## config.mk

```make
export PLATFORM = sky130hd
export DESIGN_NAME = lbmc_top
export DESIGN_NICKNAME = d
export VERILOG_FILES = /design/src/core/lbmc_pkg.sv /design/src/core/lbmc_reg_if.sv /design/src/core/lbmc_top.sv /design/src/core/lbmc_divider.sv /design/src/core/lbmc_i2c_slave.sv
export SDC_FILE = /design/constraint.sdc
export NUM_CORES = 2
export LEC_CHECK = 0
export ABC_AREA = 1
export ABC_CLOCK_PERIOD_IN_PS = 7600
export BUFFER_PORTS_ARGS = -buffer_cell sky130_fd_sc_hd__buf_4
export CORE_MARGIN = 10
export CORE_UTILIZATION = 30
export CTS_CLUSTER_DIAMETER = 100
export DETAILED_ROUTE_END_ITERATION = 12
export PLACE_DENSITY_LB_ADDON = 0.05
export SYNTH_ARGS = -nofsm -noshare
export SYNTH_HDL_FRONTEND = slang
export SYNTH_HIERARCHICAL = 1
export SYNTH_SLANG_ARGS = --single-unit
```

## constraint.sdc

```tcl
create_clock -name ref_clk_i -period 7.6 [get_ports ref_clk_i]
set_input_delay 0 -clock ref_clk_i [delete_from_list [all_inputs] [get_ports ref_clk_i]]
set_output_delay 0 -clock ref_clk_i [all_outputs]
set_load 0.01 [all_outputs]
```

## src/core/lbmc_pkg.sv

```systemverilog
package lbmc_pkg;
    // Register offsets
    localparam logic [7:0] ADDR_ENABLE_CTRL = 8'h10;
    localparam logic [7:0] ADDR_BRT_CFG = 8'h11;
    localparam logic [7:0] ADDR_CODE_HIGH = 8'h18;
    localparam logic [7:0] ADDR_CODE_LOW = 8'h19;

    // Reset values and writable bits
    localparam logic [7:0] ENABLE_CTRL_RST = 8'h0F;
    localparam logic [7:0] BRT_CFG_RST = 8'h20;
    localparam logic [7:0] CODE_HIGH_RST = 8'h00;
    localparam logic [7:0] CODE_LOW_RST = 8'h00;
    localparam logic [7:0] ENABLE_CTRL_MASK = 8'h0F;
    localparam logic [7:0] BRT_CFG_MASK = 8'hE0;
    localparam logic [7:0] CODE_HIGH_MASK = 8'h07;

    // Field positions
    localparam int CHIP_EN_BIT = 32'h0000_0000;
    localparam int STR_EN_LSB = 32'h0000_0001;
    localparam int STR_EN_MSB = 32'h0000_0003;
    localparam int SRC_LSB = 32'h0000_0005;
    localparam int SRC_MSB = 32'h0000_0006;
    localparam int MAP_BIT = 32'h0000_0007;
    localparam int CODE_HIGH_MSB = 32'h0000_0002;

    // Brightness source encodings
    localparam logic [1:0] SRC_I2C = 2'h0;
    localparam logic [1:0] SRC_PWM = 2'h1;

    // Code and current scaling, currents in nanoamps
    localparam int CODE_W = 32'h0000_000B;
    localparam logic [10:0] CODE_MAX = 11'h7FF;
    localparam int CUR_W = 32'h0000_0019;
    localparam logic [24:0] LIN_OFFSET_NA = 25'h93AE;
    localparam logic [24:0] LIN_SLOPE_NA = 25'h2FA3;
    localparam logic [24:0] EXP_BASE_NA = 25'hC350;
    localparam int EXP_FRAC_W = 32'h0000_0010;
    localparam logic [15:0] EXP_STEP_K = 16'hC744;
    localparam int EXP_K_SHIFT = 32'h0000_0018;

    // Timing
    localparam int CLK_MHZ = 32'h0000_000A;
    localparam int PWM_TIMEOUT_US = 32'h0000_61A8;
    localparam int PWM_TIMEOUT_CYC = PWM_TIMEOUT_US * CLK_MHZ;

    // Bus slave; address value is arbitrary
    localparam logic [6:0] I2C_DEV_ADDR = 7'h2C;
    localparam logic [3:0] I2C_BYTE_BITS = 4'h8;

    typedef enum logic [2:0] {
        ST_DISABLED = 3'b001,
        ST_STANDBY = 3'b010,
        ST_ACTIVE = 3'b100
    } lbmc_state_e;

    typedef enum logic [3:0] {
        I2C_IDLE = 4'b0001,
        I2C_ADDR = 4'b0010,
        I2C_REG = 4'b0100,
        I2C_DATA = 4'b1000
    } lbmc_i2c_e;
endpackage

```

## src/core/lbmc_reg_if.sv

```systemverilog
`timescale 1ns/100ps
interface lbmc_reg_if;
    logic wr_en;
    logic [7:0] addr;
    logic [7:0] wr_data;
    logic [7:0] rd_data;
    modport master(output wr_en, output addr, output wr_data, input rd_data);
    modport regs(input wr_en, input addr, input wr_data, output rd_data);
endinterface

```

## src/core/lbmc_top.sv

```systemverilog
// Summary of operation
// Enable pin low disables, resets registers, ignores the bus, holds shutdown.
// Enable pin high enables the device and accepts register writes.
// Three string enable bits at 0x10 bits 3:1, all set after reset.
// Host sets chip enable, then drives PWM or writes a nonzero code.
// Reset gives chip enable set, PWM source, linear mapping.
// Default settings enter standby at enable and watch the PWM input.
// Nonzero PWM duty becomes an 11-bit code, linearly mapped by default.
// Standby drops to shutdown-level consumption, keeping register contents.
// Source field 0x11 bits 6:5: 00 bus code, 01 PWM, else product.
// Chip enable clear means disabled, LEDs off, regardless of everything else.
// Standby with LEDs off when no string, zero code, or PWM low.
// Bit 7 of 0x11 selects exponential mapping when set, linear when clear.
// Linear current is 37.806 uA plus 12.195 uA per code step.
// Mappings cover codes 1 to 2047; code zero gives zero current.
// Exponential current is 50 uA times 1.003040572 to the code.
// Bus code is 0x18 bits 2:0 and 0x19; selection passes a ramper.
// PWM is sampled and its measured duty becomes the code.
// Product source is bus code times PWM code over 2047, truncated.
`timescale 1ns/100ps
module lbmc_top #(
    parameter int PWM_TIMEOUT_CYCLES = lbmc_pkg::PWM_TIMEOUT_CYC,
    parameter logic [6:0] DEV_ADDR = lbmc_pkg::I2C_DEV_ADDR
) (
    // Clock and reset
    input wire logic ref_clk_i,
    input wire logic rst_i,
    // Device pins
    input wire logic hardware_enable_pin_i,
    input wire logic pwm_i,
    input wire logic scl_i,
    input wire logic sda_i,
    output logic sda_o,
    output logic sda_oe_o,
    // Driver control
    output logic [lbmc_pkg::CUR_W-1:0] led_current_na_o,
    output logic [2:0] string_en_o,
    output logic [lbmc_pkg::CODE_W-1:0] brightness_code_o,
    output lbmc_pkg::lbmc_state_e op_state_o,
    output logic shutdown_quiescent_current_o
);
    localparam int CW = lbmc_pkg::CODE_W;
    localparam int PW = $clog2(PWM_TIMEOUT_CYCLES + 1);
    localparam int PNUM_W = PW + CW;
    localparam int QNUM_W = 2 * CW;
    localparam int ACC_W = lbmc_pkg::CUR_W + lbmc_pkg::EXP_FRAC_W;
    localparam int PROD_W = ACC_W + 16;

    // Enable pin synchroniser and core reset
    logic hardware_enable_pin_s1, hardware_enable_pin_s2;
    always_ff @(posedge ref_clk_i) begin
        if (rst_i) begin
            hardware_enable_pin_s1 <= 1'h0;
            hardware_enable_pin_s2 <= 1'h0;
        end else begin
            hardware_enable_pin_s1 <= hardware_enable_pin_i;
            hardware_enable_pin_s2 <= hardware_enable_pin_s1;
        end
    end
    wire core_rst = rst_i | ~hardware_enable_pin_s2;

    // Register file behind the bus slave
    lbmc_reg_if reg_bus();

    lbmc_i2c_slave #(
        .DEV_ADDR(DEV_ADDR)
    ) u_i2c (
        .ref_clk_i(ref_clk_i),
        .rst_i(core_rst),
        .scl_i(scl_i),
        .sda_i(sda_i),
        .sda_o(sda_o),
        .sda_oe_o(sda_oe_o),
        .bus(reg_bus.master)
    );

    logic [7:0] enable_control, brightness_config;
    logic [7:0] brightness_code_high, brightness_code_low;

    wire sel_en = reg_bus.addr == lbmc_pkg::ADDR_ENABLE_CTRL;
    wire sel_cfg = reg_bus.addr == lbmc_pkg::ADDR_BRT_CFG;
    wire sel_hi = reg_bus.addr == lbmc_pkg::ADDR_CODE_HIGH;
    wire sel_lo = reg_bus.addr == lbmc_pkg::ADDR_CODE_LOW;
    wire [7:0] wd = reg_bus.wr_data;

    assign reg_bus.rd_data = sel_en ? enable_control :
                             sel_cfg ? brightness_config :
                             sel_hi ? brightness_code_high :
                             sel_lo ? brightness_code_low : 8'h00;

    // Registers survive standby and chip disable; only the pin or rst_i clears them
    always_ff @(posedge ref_clk_i) begin
        if (core_rst) begin
            enable_control <= lbmc_pkg::ENABLE_CTRL_RST;
            brightness_config <= lbmc_pkg::BRT_CFG_RST;
            brightness_code_high <= lbmc_pkg::CODE_HIGH_RST;
            brightness_code_low <= lbmc_pkg::CODE_LOW_RST;
        end else if (reg_bus.wr_en) begin
            if (sel_en) enable_control <= wd & lbmc_pkg::ENABLE_CTRL_MASK;
            if (sel_cfg) brightness_config <= wd & lbmc_pkg::BRT_CFG_MASK;
            if (sel_hi) brightness_code_high <= wd & lbmc_pkg::CODE_HIGH_MASK;
            if (sel_lo) brightness_code_low <= wd;
        end
    end

    // Field decode
    wire chip_en = enable_control[lbmc_pkg::CHIP_EN_BIT];
    wire [2:0] strings = enable_control[lbmc_pkg::STR_EN_MSB:lbmc_pkg::STR_EN_LSB];
    wire [1:0] src_sel = brightness_config[lbmc_pkg::SRC_MSB:lbmc_pkg::SRC_LSB];
    wire map_exp = brightness_config[lbmc_pkg::MAP_BIT];
    wire [CW-1:0] i2c_code = {brightness_code_high[lbmc_pkg::CODE_HIGH_MSB:0],
                              brightness_code_low};

    // PWM duty measurement, sampled on the core clock
    logic pwm_s1, pwm_s2, pwm_d, pwm_live;
    logic [PW-1:0] per_cnt, high_cnt, idle_cnt;
    logic [CW-1:0] pwm_code;

    wire pwm_rise = pwm_s2 & ~pwm_d;
    wire pwm_edge = pwm_s2 ^ pwm_d;
    wire pwm_timeout = idle_cnt == PW'(PWM_TIMEOUT_CYCLES);
    wire [PW-1:0] cnt_max = '1;
    wire pdiv_start = pwm_rise & pwm_live & (per_cnt != '0);
    wire [PNUM_W-1:0] pdiv_num = PNUM_W'(high_cnt) * PNUM_W'(lbmc_pkg::CODE_MAX);
    wire pdiv_done;
    wire [PNUM_W-1:0] pdiv_quot;

    // Long-running duty divide; edges faster than the divide time are skipped
    lbmc_divider #(
        .NUM_W(PNUM_W),
        .DEN_W(PW)
    ) u_pwm_div (
        .ref_clk_i(ref_clk_i),
        .rst_i(core_rst),
        .start_i(pdiv_start),
        .num_i(pdiv_num),
        .den_i(per_cnt),
        .busy_o(),
        .done_o(pdiv_done),
        .quot_o(pdiv_quot)
    );

    always_ff @(posedge ref_clk_i) begin
        if (core_rst) begin
            {pwm_s1, pwm_s2, pwm_d} <= 3'h0;
        end else begin
            {pwm_s1, pwm_s2, pwm_d} <= {pwm_i, pwm_s1, pwm_s2};
        end
    end

    always_ff @(posedge ref_clk_i) begin
        if (core_rst) begin
            per_cnt <= '0;
            high_cnt <= '0;
            idle_cnt <= '0;
        end else begin
            if (pwm_rise) begin
                per_cnt <= PW'(1);
                high_cnt <= PW'(1);
            end else begin
                if (per_cnt != cnt_max) per_cnt <= per_cnt + PW'(1);
                if (pwm_s2 && high_cnt != cnt_max) high_cnt <= high_cnt + PW'(1);
            end
            if (pwm_edge) idle_cnt <= '0;
            else if (!pwm_timeout) idle_cnt <= idle_cnt + PW'(1);
        end
    end

    // A silent input reads as full or zero duty from its level
    always_ff @(posedge ref_clk_i) begin
        if (core_rst) begin
            pwm_live <= 1'h0;
            pwm_code <= '0;
        end else begin
            if (pwm_rise) pwm_live <= 1'h1;
            else if (pwm_timeout) pwm_live <= 1'h0;
            if (pwm_timeout) pwm_code <= pwm_s2 ? lbmc_pkg::CODE_MAX : '0;
            else if (pdiv_done) pwm_code <= pdiv_quot[CW-1:0];
        end
    end

    // Product of both sources, recomputed continuously
    wire qdiv_busy;
    wire [QNUM_W-1:0] qdiv_quot;
    wire [QNUM_W-1:0] qdiv_num = QNUM_W'(i2c_code) * QNUM_W'(pwm_code);

    lbmc_divider #(
        .NUM_W(QNUM_W),
        .DEN_W(CW)
    ) u_prod_div (
        .ref_clk_i(ref_clk_i),
        .rst_i(core_rst),
        .start_i(~qdiv_busy),
        .num_i(qdiv_num),
        .den_i(lbmc_pkg::CODE_MAX),
        .busy_o(qdiv_busy),
        .done_o(),
        .quot_o(qdiv_quot)
    );
    wire [CW-1:0] prod_code = qdiv_quot[CW-1:0];

    // Source selection
    wire [CW-1:0] sel_code = (src_sel == lbmc_pkg::SRC_I2C) ? i2c_code :
                             (src_sel == lbmc_pkg::SRC_PWM) ? pwm_code :
                             prod_code;

    // Operating state
    lbmc_pkg::lbmc_state_e state, next_state;
    always_comb begin
        if (!chip_en) begin
            next_state = lbmc_pkg::ST_DISABLED;
        end else if (strings == 3'h0 || sel_code == '0) begin
            next_state = lbmc_pkg::ST_STANDBY;
        end else begin
            next_state = lbmc_pkg::ST_ACTIVE;
        end
    end
    wire active = next_state == lbmc_pkg::ST_ACTIVE;

    // Ramper, one code step per clock towards the selection while active, else straight to zero
    logic [CW-1:0] ramp_code, next_ramp;
    always_comb begin
        if (!active) next_ramp = '0;
        else if (ramp_code < sel_code) next_ramp = ramp_code + CW'(1);
        else if (ramp_code > sel_code) next_ramp = ramp_code - CW'(1);
        else next_ramp = ramp_code;
    end

    // Linear mapping
    wire [lbmc_pkg::CUR_W-1:0] lin_cur = lbmc_pkg::LIN_OFFSET_NA
        + lbmc_pkg::LIN_SLOPE_NA * lbmc_pkg::CUR_W'(ramp_code);

    // Exponential mapping by repeated multiply; a falling code restarts
    // from the base, so large drops take up to full scale in cycles
    logic [CW-1:0] exp_idx;
    logic [ACC_W-1:0] exp_acc;
    wire [PROD_W-1:0] exp_prod = PROD_W'(exp_acc) * PROD_W'(lbmc_pkg::EXP_STEP_K);
    wire [ACC_W-1:0] exp_inc = ACC_W'(exp_prod >> lbmc_pkg::EXP_K_SHIFT);
    wire [ACC_W-1:0] exp_seed = {lbmc_pkg::EXP_BASE_NA, {lbmc_pkg::EXP_FRAC_W{1'h0}}};
    wire [lbmc_pkg::CUR_W-1:0] exp_cur = exp_acc[ACC_W-1:lbmc_pkg::EXP_FRAC_W];
    wire exp_ready = exp_idx == ramp_code;

    always_ff @(posedge ref_clk_i) begin
        if (core_rst) begin
            exp_idx <= '0;
            exp_acc <= '0;
        end else if (exp_idx > ramp_code || exp_acc == '0) begin
            exp_idx <= '0;
            exp_acc <= exp_seed;
        end else if (!exp_ready) begin
            exp_idx <= exp_idx + CW'(1);
            exp_acc <= exp_acc + exp_inc;
        end
    end

    logic [lbmc_pkg::CUR_W-1:0] next_current;
    always_comb begin
        if (!active || ramp_code == '0) next_current = '0;
        else if (!map_exp) next_current = lin_cur;
        else if (exp_ready) next_current = exp_cur;
        else next_current = led_current_na_o;
    end

    // Output registers
    always_ff @(posedge ref_clk_i) begin
        if (core_rst) begin
            state <= lbmc_pkg::ST_DISABLED;
            ramp_code <= '0;
            led_current_na_o <= '0;
            string_en_o <= 3'h0;
            brightness_code_o <= '0;
            shutdown_quiescent_current_o <= 1'h1;
        end else begin
            state <= next_state;
            ramp_code <= next_ramp;
            led_current_na_o <= next_current;
            string_en_o <= (next_state == lbmc_pkg::ST_ACTIVE) ? strings : 3'h0;
            brightness_code_o <= next_ramp;
            shutdown_quiescent_current_o <= next_state != lbmc_pkg::ST_ACTIVE;
        end
    end
    assign op_state_o = state;
endmodule // lbmc_top

```

## src/core/lbmc_divider.sv

```systemverilog
`timescale 1ns/100ps
module lbmc_divider #(
    parameter int NUM_W = 29,
    parameter int DEN_W = 18
) (
    // Clock and reset
    input wire logic ref_clk_i,
    input wire logic rst_i,
    // Request
    input wire logic start_i,
    input wire logic [NUM_W-1:0] num_i,
    input wire logic [DEN_W-1:0] den_i,
    // Answer
    output logic busy_o,
    output logic done_o,
    output logic [NUM_W-1:0] quot_o
);
    localparam int CNT_W = $clog2(NUM_W + 1);

    logic [DEN_W:0] rem;
    logic [NUM_W-1:0] q;
    logic [DEN_W-1:0] den;
    logic [CNT_W-1:0] cnt;

    wire [DEN_W:0] rem_sh = {rem[DEN_W-1:0], q[NUM_W-1]};
    wire fits = rem_sh >= {1'h0, den};
    wire [DEN_W:0] rem_nx = fits ? rem_sh - {1'h0, den} : rem_sh;
    wire [NUM_W-1:0] q_nx = {q[NUM_W-2:0], fits};

    // One quotient bit per cycle; a start while busy is dropped
    always_ff @(posedge ref_clk_i) begin
        if (rst_i) begin
            busy_o <= 1'h0;
            done_o <= 1'h0;
            rem <= '0;
            q <= '0;
            den <= '0;
            cnt <= '0;
            quot_o <= '0;
        end else begin
            done_o <= 1'h0;
            if (start_i && !busy_o) begin
                busy_o <= 1'h1;
                rem <= '0;
                q <= num_i;
                den <= den_i;
                cnt <= CNT_W'(NUM_W);
            end else if (busy_o) begin
                rem <= rem_nx;
                q <= q_nx;
                cnt <= cnt - CNT_W'(1);
                if (cnt == CNT_W'(1)) begin
                    busy_o <= 1'h0;
                    done_o <= 1'h1;
                    quot_o <= q_nx;
                end
            end
        end
    end
endmodule // lbmc_divider

```

## src/core/lbmc_i2c_slave.sv

```systemverilog
`timescale 1ns/100ps
module lbmc_i2c_slave #(
    parameter logic [6:0] DEV_ADDR = lbmc_pkg::I2C_DEV_ADDR
) (
    // Clock and reset
    input wire logic ref_clk_i,
    input wire logic rst_i,
    // Bus pins
    input wire logic scl_i,
    input wire logic sda_i,
    output logic sda_o,
    output logic sda_oe_o,
    // Register side
    lbmc_reg_if.master bus
);
    logic scl_s1, scl_s2, scl_d;
    logic sda_s1, sda_s2, sda_d;
    lbmc_pkg::lbmc_i2c_e state;
    logic [7:0] sh;
    logic [3:0] cnt;
    logic ack_ph, ack_drv, nack, wr_en, rd_mode;
    logic [7:0] ptr;

    wire start_w = scl_s2 & scl_d & sda_d & ~sda_s2;
    wire stop_w = scl_s2 & scl_d & ~sda_d & sda_s2;
    wire rise = scl_s2 & ~scl_d;
    wire fall = ~scl_s2 & scl_d;
    wire at_end = cnt == lbmc_pkg::I2C_BYTE_BITS;
    wire byte_done = fall & at_end & ~ack_ph;
    wire ack_end = fall & ack_ph;
    wire addr_hit = sh[7:1] == DEV_ADDR;
    wire in_data = state == lbmc_pkg::I2C_DATA;
    wire tx = in_data & rd_mode;

    assign bus.addr = ptr;
    assign bus.wr_data = sh;
    assign bus.wr_en = wr_en;
    assign sda_o = 1'h0;
    assign sda_oe_o = (ack_ph & ack_drv) | (tx & ~ack_ph & ~sh[7]);

    always_ff @(posedge ref_clk_i) begin
        if (rst_i) begin
            {scl_s1, scl_s2, scl_d, sda_s1, sda_s2, sda_d} <= 6'h3F;
        end else begin
            {scl_s1, scl_s2, scl_d} <= {scl_i, scl_s1, scl_s2};
            {sda_s1, sda_s2, sda_d} <= {sda_i, sda_s1, sda_s2};
        end
    end

    always_ff @(posedge ref_clk_i) begin
        if (rst_i) begin
            state <= lbmc_pkg::I2C_IDLE;
            sh <= 8'h00;
            cnt <= 4'h0;
            {ack_ph, ack_drv, nack, wr_en, rd_mode} <= 5'h00;
            ptr <= 8'h00;
        end else begin
            wr_en <= 1'h0;
            if (start_w) begin
                state <= lbmc_pkg::I2C_ADDR;
                cnt <= 4'h0;
                {ack_ph, ack_drv, rd_mode} <= 3'h0;
            end else if (stop_w) begin
                state <= lbmc_pkg::I2C_IDLE;
                {ack_ph, ack_drv, rd_mode} <= 3'h0;
            end else begin
                if (rise && !ack_ph && !at_end) begin
                    cnt <= cnt + 4'h1;
                    if (!tx) sh <= {sh[6:0], sda_s2};
                end
                if (rise && ack_ph) nack <= sda_s2;
                // Change read data only while the clock is low
                if (fall && tx && !ack_ph && !at_end && cnt != 4'h0) sh <= {sh[6:0], 1'h0};
                if (byte_done) begin
                    ack_ph <= 1'h1;
                    ack_drv <= (state == lbmc_pkg::I2C_ADDR && addr_hit)
                        || state == lbmc_pkg::I2C_REG || (in_data && !rd_mode);
                    wr_en <= in_data && !rd_mode;
                    if (state == lbmc_pkg::I2C_REG) ptr <= sh;
                end
                if (ack_end) begin
                    {ack_ph, ack_drv} <= 2'h0;
                    cnt <= 4'h0;
                    unique case (state)
                        lbmc_pkg::I2C_ADDR: begin
                            if (!addr_hit) begin
                                state <= lbmc_pkg::I2C_IDLE;
                            end else if (sh[0]) begin
                                state <= lbmc_pkg::I2C_DATA;
                                rd_mode <= 1'h1;
                                sh <= bus.rd_data;
                                ptr <= ptr + 8'h01;
                            end else begin
                                state <= lbmc_pkg::I2C_REG;
                            end
                        end
                        lbmc_pkg::I2C_REG: state <= lbmc_pkg::I2C_DATA;
                        lbmc_pkg::I2C_DATA: begin
                            if (rd_mode && nack) begin
                                state <= lbmc_pkg::I2C_IDLE;
                            end else begin
                                ptr <= ptr + 8'h01;
                                if (rd_mode) sh <= bus.rd_data;
                            end
                        end
                        lbmc_pkg::I2C_IDLE: ;
                        default: state <= lbmc_pkg::I2C_IDLE;
                    endcase
                end
            end
        end
    end
endmodule // lbmc_i2c_slave

```

* Yosys cells after proc, flatten, opt, wreduce, memory -nomap -nowiden *
Index checks and enable logic that the tools add are counted.

word-level totals
  flip-flop bits (word level) = 353
  bits of input ports = 6
  output and inout port bits = 45
  word-level logic and storage cells = 268

operators by class
  add/subtract/negate cells = 14
  $mul = 4
  magnitude comparators = 5
  equal/unequal tests = 24
  muxes and demuxes = 65
  bitwise logic cells = 37
  reduce and logical (&&, ||, !) cells = 64

operators with widths
  operator                                             number
  two-way mux 8 bit                                    18
  two-way mux 11 bit                                   8
  two-way mux 32 bit                                   2
  two-way mux 29 bit                                   2
  multiplier 41 x 14 -> 55 bit, second input constant  1
  adder 18 x 1 -> 18 bit, second input constant        3
  two-way mux 25 bit                                   2
  two-way mux 22 bit                                   2
  adder 41 x 33 -> 41 bit                              1
  zero test 41 bit                                     1
  != test 18 bit, second input constant                2
  == test 8 x 5 -> 1 bit, second input constant        4
  case mux 8 bit (2 select lines)                      2
  multiplier 18 x 11 -> 29 bit, second input constant  1
  adder 16 x 25 -> 25 bit, first input constant        1
  multiplier 14 x 11 -> 25 bit, first input constant   1
  adder 11 x 1 -> 11 bit, second input constant        2
  > comparator 11 bit                                  2
  zero test 11 bit                                     2
  multiplier 11 x 11 -> 22 bit                         1
  two-way mux 4 bit                                    5
  two-way mux 5 bit                                    4
  greater-or-equal comparator 19 x 18 -> 1 bit         1
  == test 18 bit, second input constant                1
  other kinds (46)                                     144

* Longest topological paths before layout *
  word-level depth = 11
  gate-level depth with buffers = 38
  depth with buffers taken out = 38

* By module *
The synthesis kept the hierarchy.

modules (own cells, without submodules)
  module                      instances  cells each  area each (um^2)  seq. area each (um^2)
  lbmc_top                    1          4874        35002.3           3683.5
  lbmc_divider at u_pwm_div   1          782         5376.4            2021.9
  lbmc_divider at u_prod_div  1          538         3713.6            1461.4
  lbmc_i2c_slave              1          330         2170.8            700.7

* Least setup slack after synthesis *
No wires, ideal clock.

  path kind = reg2reg
  start point = register exp_acc[6]
  end point = register exp_acc[24]
  library setup time = 0.160 ns
  data arrival time = 6.072 ns
  required time = 7.440 ns
  path slack = 1.369 ns
  cell stages (with the launch flop) = 35
  path buffers = 0
  period minus slack after synthesis = 6.231 ns
  cells stage by stage = dfxtp_1 > inv_1 > ha_1 > inv_1 > fa_1 > fa_1 > fa_1 > inv_1 > fa_1 > inv_1 > fa_1 > inv_1 > ha_1 > nand2_1 > nor2_1 > inv_1 > nor2_1 > and3_1 > nand2_1 > nand3_1 > xor2_1 > inv_1 > fa_1 > inv_1 > nand3_1 > nand3_1 > nand2_1 > nand2_1 > nand2_1 > nand2_1 > nand2_1 > nand2_1 > nand2_1 > nand3_1 > a21oi_1

between the ends
  cells in the longest elaborated chain, start to end = 4
  elaborated cells between the ends (all ways) = 7
  those cells by class = add/sub (1); mul (1); eq/ne (1); mux (2); reduce/logical (2)

ends and longest elaborated chain
  item                          line             RTL
  from (decl)                   lbmc_top.sv:236  logic [ACC_W-1:0] exp_acc;
  from (signal assigned)        lbmc_top.sv:249  exp_acc <= exp_seed;
  from (signal assigned)        lbmc_top.sv:252  exp_acc <= exp_acc + exp_inc;
  multiplier 41 x 14 -> 55 bit  lbmc_top.sv:237  wire [PROD_W-1:0] exp_prod = PROD_W'(exp_acc) * PROD_W'(lbmc_pkg::EXP_STEP_K);
  adder 41 x 33 -> 41 bit       lbmc_top.sv:252
  two-way mux 32 bit            lbmc_top.sv:250  end else if (!exp_ready) begin
  two-way mux 32 bit            lbmc_top.sv:247  end else if (exp_idx > ramp_code || exp_acc == '0) begin

Several ways; a longest one is shown, not always the timed one. The select of a mux whose other input is x is not followed.
A chain may end at the register's enable or synchronous reset.

* Worst setup path in the final report *
  start point = register exp_acc[11]
  end point = register exp_acc[15]

between the ends
  cells in the longest elaborated chain, start to end = 3
  elaborated cells between the ends (all ways) = 5
  those cells by class = add/sub (1); mul (1); reduce/logical (3)

ends and longest elaborated chain
  item
  branches (longest 3 deep; another with multiplier 41 x 14 -> 55 bit)

Several ways; the timed one is not identified.

==> out/summary.txt <==
Pin count of the biggest net entering global routing: 61
Worst Tran Pin Value: 1.203 ns
Overall Power: 4.802 mW
Reg2Reg Setup Slack: 0.26 ns
Antenna viol nets, final: 0
Metal-1 WL: 74380 µm
Initial antenna violation count: 0
Post-Syn Area per Cell: 7.052 µm²
Clock share of power: 55.5%
Slowest stage delay, CP: 0.56 ns
Chip height: 408.9 µm
RSZ-0062 raised after global routing: true
FF-to-FF End: exp_acc[15]
Clock latency reported for the late side of the worst-skew pair: 0.69 ns
Final Hold Fails: 0
Worst VDD drop: 0.0001770 V
Port bufs: 49
First-pass GRT wire length: 252600 µm
Vias in the first global route: 41480
Internal: 3.565 mW
Row cnt: 142
# DRC: 0
Drt total wl: 163600 µm
CTS root buf: clkbuf_16
DRT iter0 DRCs: 2142
Wire per inst: 18.74 µm
Number of nets in the layout: 7665
P per Cell Area: 92.70 nW/µm²
Die width: 408.9 µm
CTS tree: yes
DR WL met2: 79960 µm
Met3 WL: 4507 µm
Via count: 40617
Logic gate share of total power: 4.8%
Pre-CTS WS: -0.2248 ns
Final Max Slew Viols: 0
Mapped Cells: 6433
P_sw: 1.237 mW
CP required: 8.15 ns
Post-layout min period: 7.342 ns
Area Overhead vs Synth: 14.21%
Worst Reg2Reg Path Length in Cells: 29
Starting Density: 30.22%
Placer congestion estimate: 0.9210
Final Cycle Share: 96.61%
Filler instances: 16563
Synth warn: 6
Ratio of cells with drive above 1 in the final layout: 8.522%
Status: completed
Slowest-stage cell, CP: fa_1
Sw Share: 25.76%
H-tree Lvls: 2
Sequential share of power: 39.8%
Relative slew slack: 19.71%
Cell leakage power: 26.66 nW
Post-DR vias/cell: 4.653
GRT overflow: 0
Longest Clk Path Bufs: 3
Fmax: 0.1362 GHz
Min-Delay Path Class: input pin to flop
Worst Path Buf+Inv: 7
CP Max Fanout: 4
IO Count: 51
Clk slew on worst S/H paths: 0.06 ns
CTS Buf Count: 54
Setup WS post-layout: 0.2579 ns
Worst Path Arrival: 7.89 ns
Mapped Area: 45360 µm²
Die area: 167200 µm²
Final setup fails: 0
HPWL Detailed: 137600 µm
Number of max-cap violations: 0
Critical Path End Type: flop
TritonRoute pass-1 iters: 8
Reg2reg start: exp_acc[11]
Cell mode on critical path: inv_1
CP Launch Type: flop
GRT Total Usage: 19.34%
Hold Startpoint: sda_i
Clk_skew: 0.07207 ns
Area of the core: 150100 µm²
Min-Delay Endpoint: u_i2c/sda_s1
Hold depth: 3
Critical path class: flop to flop
Max Used Layer: met4
CP top delay family: adder cells
Total clock sinks: 363
==> power groups by stage <==
stage / combinational (mW) / clock, mW / sequential, mW
finish: 0.230 / 2.66 / 1.91
global route: 0.257 / 2.84 / 1.91
CTS: 0.228 / 2.77 / 1.91
detailed placement: 0.224 / 0 / 1.95
global placement: 0.225 / 0 / 1.95
floorplan: 0.133 / 0 / 1.95
==> how the worst max path moves through the flow <==
stage	start	endpoint	depth (start not counted)
finish	exp_acc[11]	exp_acc[15]	29
global route	exp_acc[2]	exp_acc[24]	34
CTS	exp_acc[13]	exp_acc[16]	32
detailed placement	exp_acc[4]	exp_acc[16]	30
global placement	exp_acc[0]	exp_acc[12]	28
floorplan	exp_acc[6]	exp_acc[24]	34
==> area by class of cell <==
class / count / area (µm²) / area share [%]
sequential: 363 / 7286 / 14.06
clock inverter: 29 / 399.1 / 0.7704
timing repair buffer: 294 / 2270 / 4.381
clock buffer: 68 / 1464 / 2.826
multi-input combinational: 4468 / 32270 / 62.29
antenna: 1 / 2.502 / 0.004830
inverter: 1490 / 5595 / 10.80
tap: 2016 / 2522 / 4.869
==> worst reg2reg max path: cells and delay by family (launching register included) <==
| kind | cells | cell delay (ns) |
|---|---|---|
| compound gates | 3 | 0.84 |
| xor+xnor | 2 | 0.64 |
| fa+ha+maj | 8 | 3.72 |
| buf+inv | 7 | 0.51 |
| flops | 1 | 0.40 |
| simple gates | 9 | 1.10 |
==> stage by stage <==
stage,utilization [%],area (µm²),setup TNS [ns],cells,hold slack (ns)
global route,34.51,51810,-0.1463,8728,0.09812
floorplan,-,45400,0,6443,0.07118
finish,34.51,51810,0,8729,0.1045
CTS,34.34,51550,-0.08513,8727,0.05355
detailed placement,33.04,49600,-0.7557,8625,0.1943
global placement,33.04,49600,-0.7092,8625,0.1911
==> metal layers <==
layer | vias to the layer above | global-route usage [%]
met1 | 19414 | 25.13
met3 | 185 | 1.863
met2 | 589 | 34.05
met5 | - | 0
li1 | 20429 | -
met4 | 0 | 4.972
==> sequential cells by signal, indices dropped and copies added (netlist names), 5 cells and up <==
name	flops
led_current_na_o	25
ramp_code	11
pwm_code	11
per_cnt	18
u_pwm_div/quot_o	11
u_pwm_div/cnt	5
u_prod_div/den	11
u_i2c/bus.wr_data	8
u_pwm_div/q	29
u_i2c/bus.addr	8
u_prod_div/rem	11
u_prod_div/quot_o	11
u_pwm_div/rem	18
high_cnt	18
u_pwm_div/den	18
u_prod_div/cnt	5
exp_acc	41
exp_idx	11
brightness_code_low	8
idle_cnt	18
u_prod_div/q	22
==> cell usage in the layout, fill, tap and decap left out, types with 71 or more instances in the layout <==
cell type and count:
xor2_1 71, a21oi_1 396, fa_1 429, nor2_1 423, nand2_1 1498, buf_4 285
inv_1 1458, o21ai_0 196, ha_1 547, dfxtp_1 352, nand3_1 315
==> repair_timing <==
| action | 4_1_cts | 5_1_grt |
|---|---|---|
| setup buffers | 0 | 1 |
| setup endpoints to repair | 10 | 30 |
| endpoints found under the hold margin | 25 | 0 |
| gates resized for setup | 11 | 79 |
| pin swaps | 0 | 7 |
| hold buffers | 5 | 0 |
No activity file was read; power rests on OpenSTA's default activity.
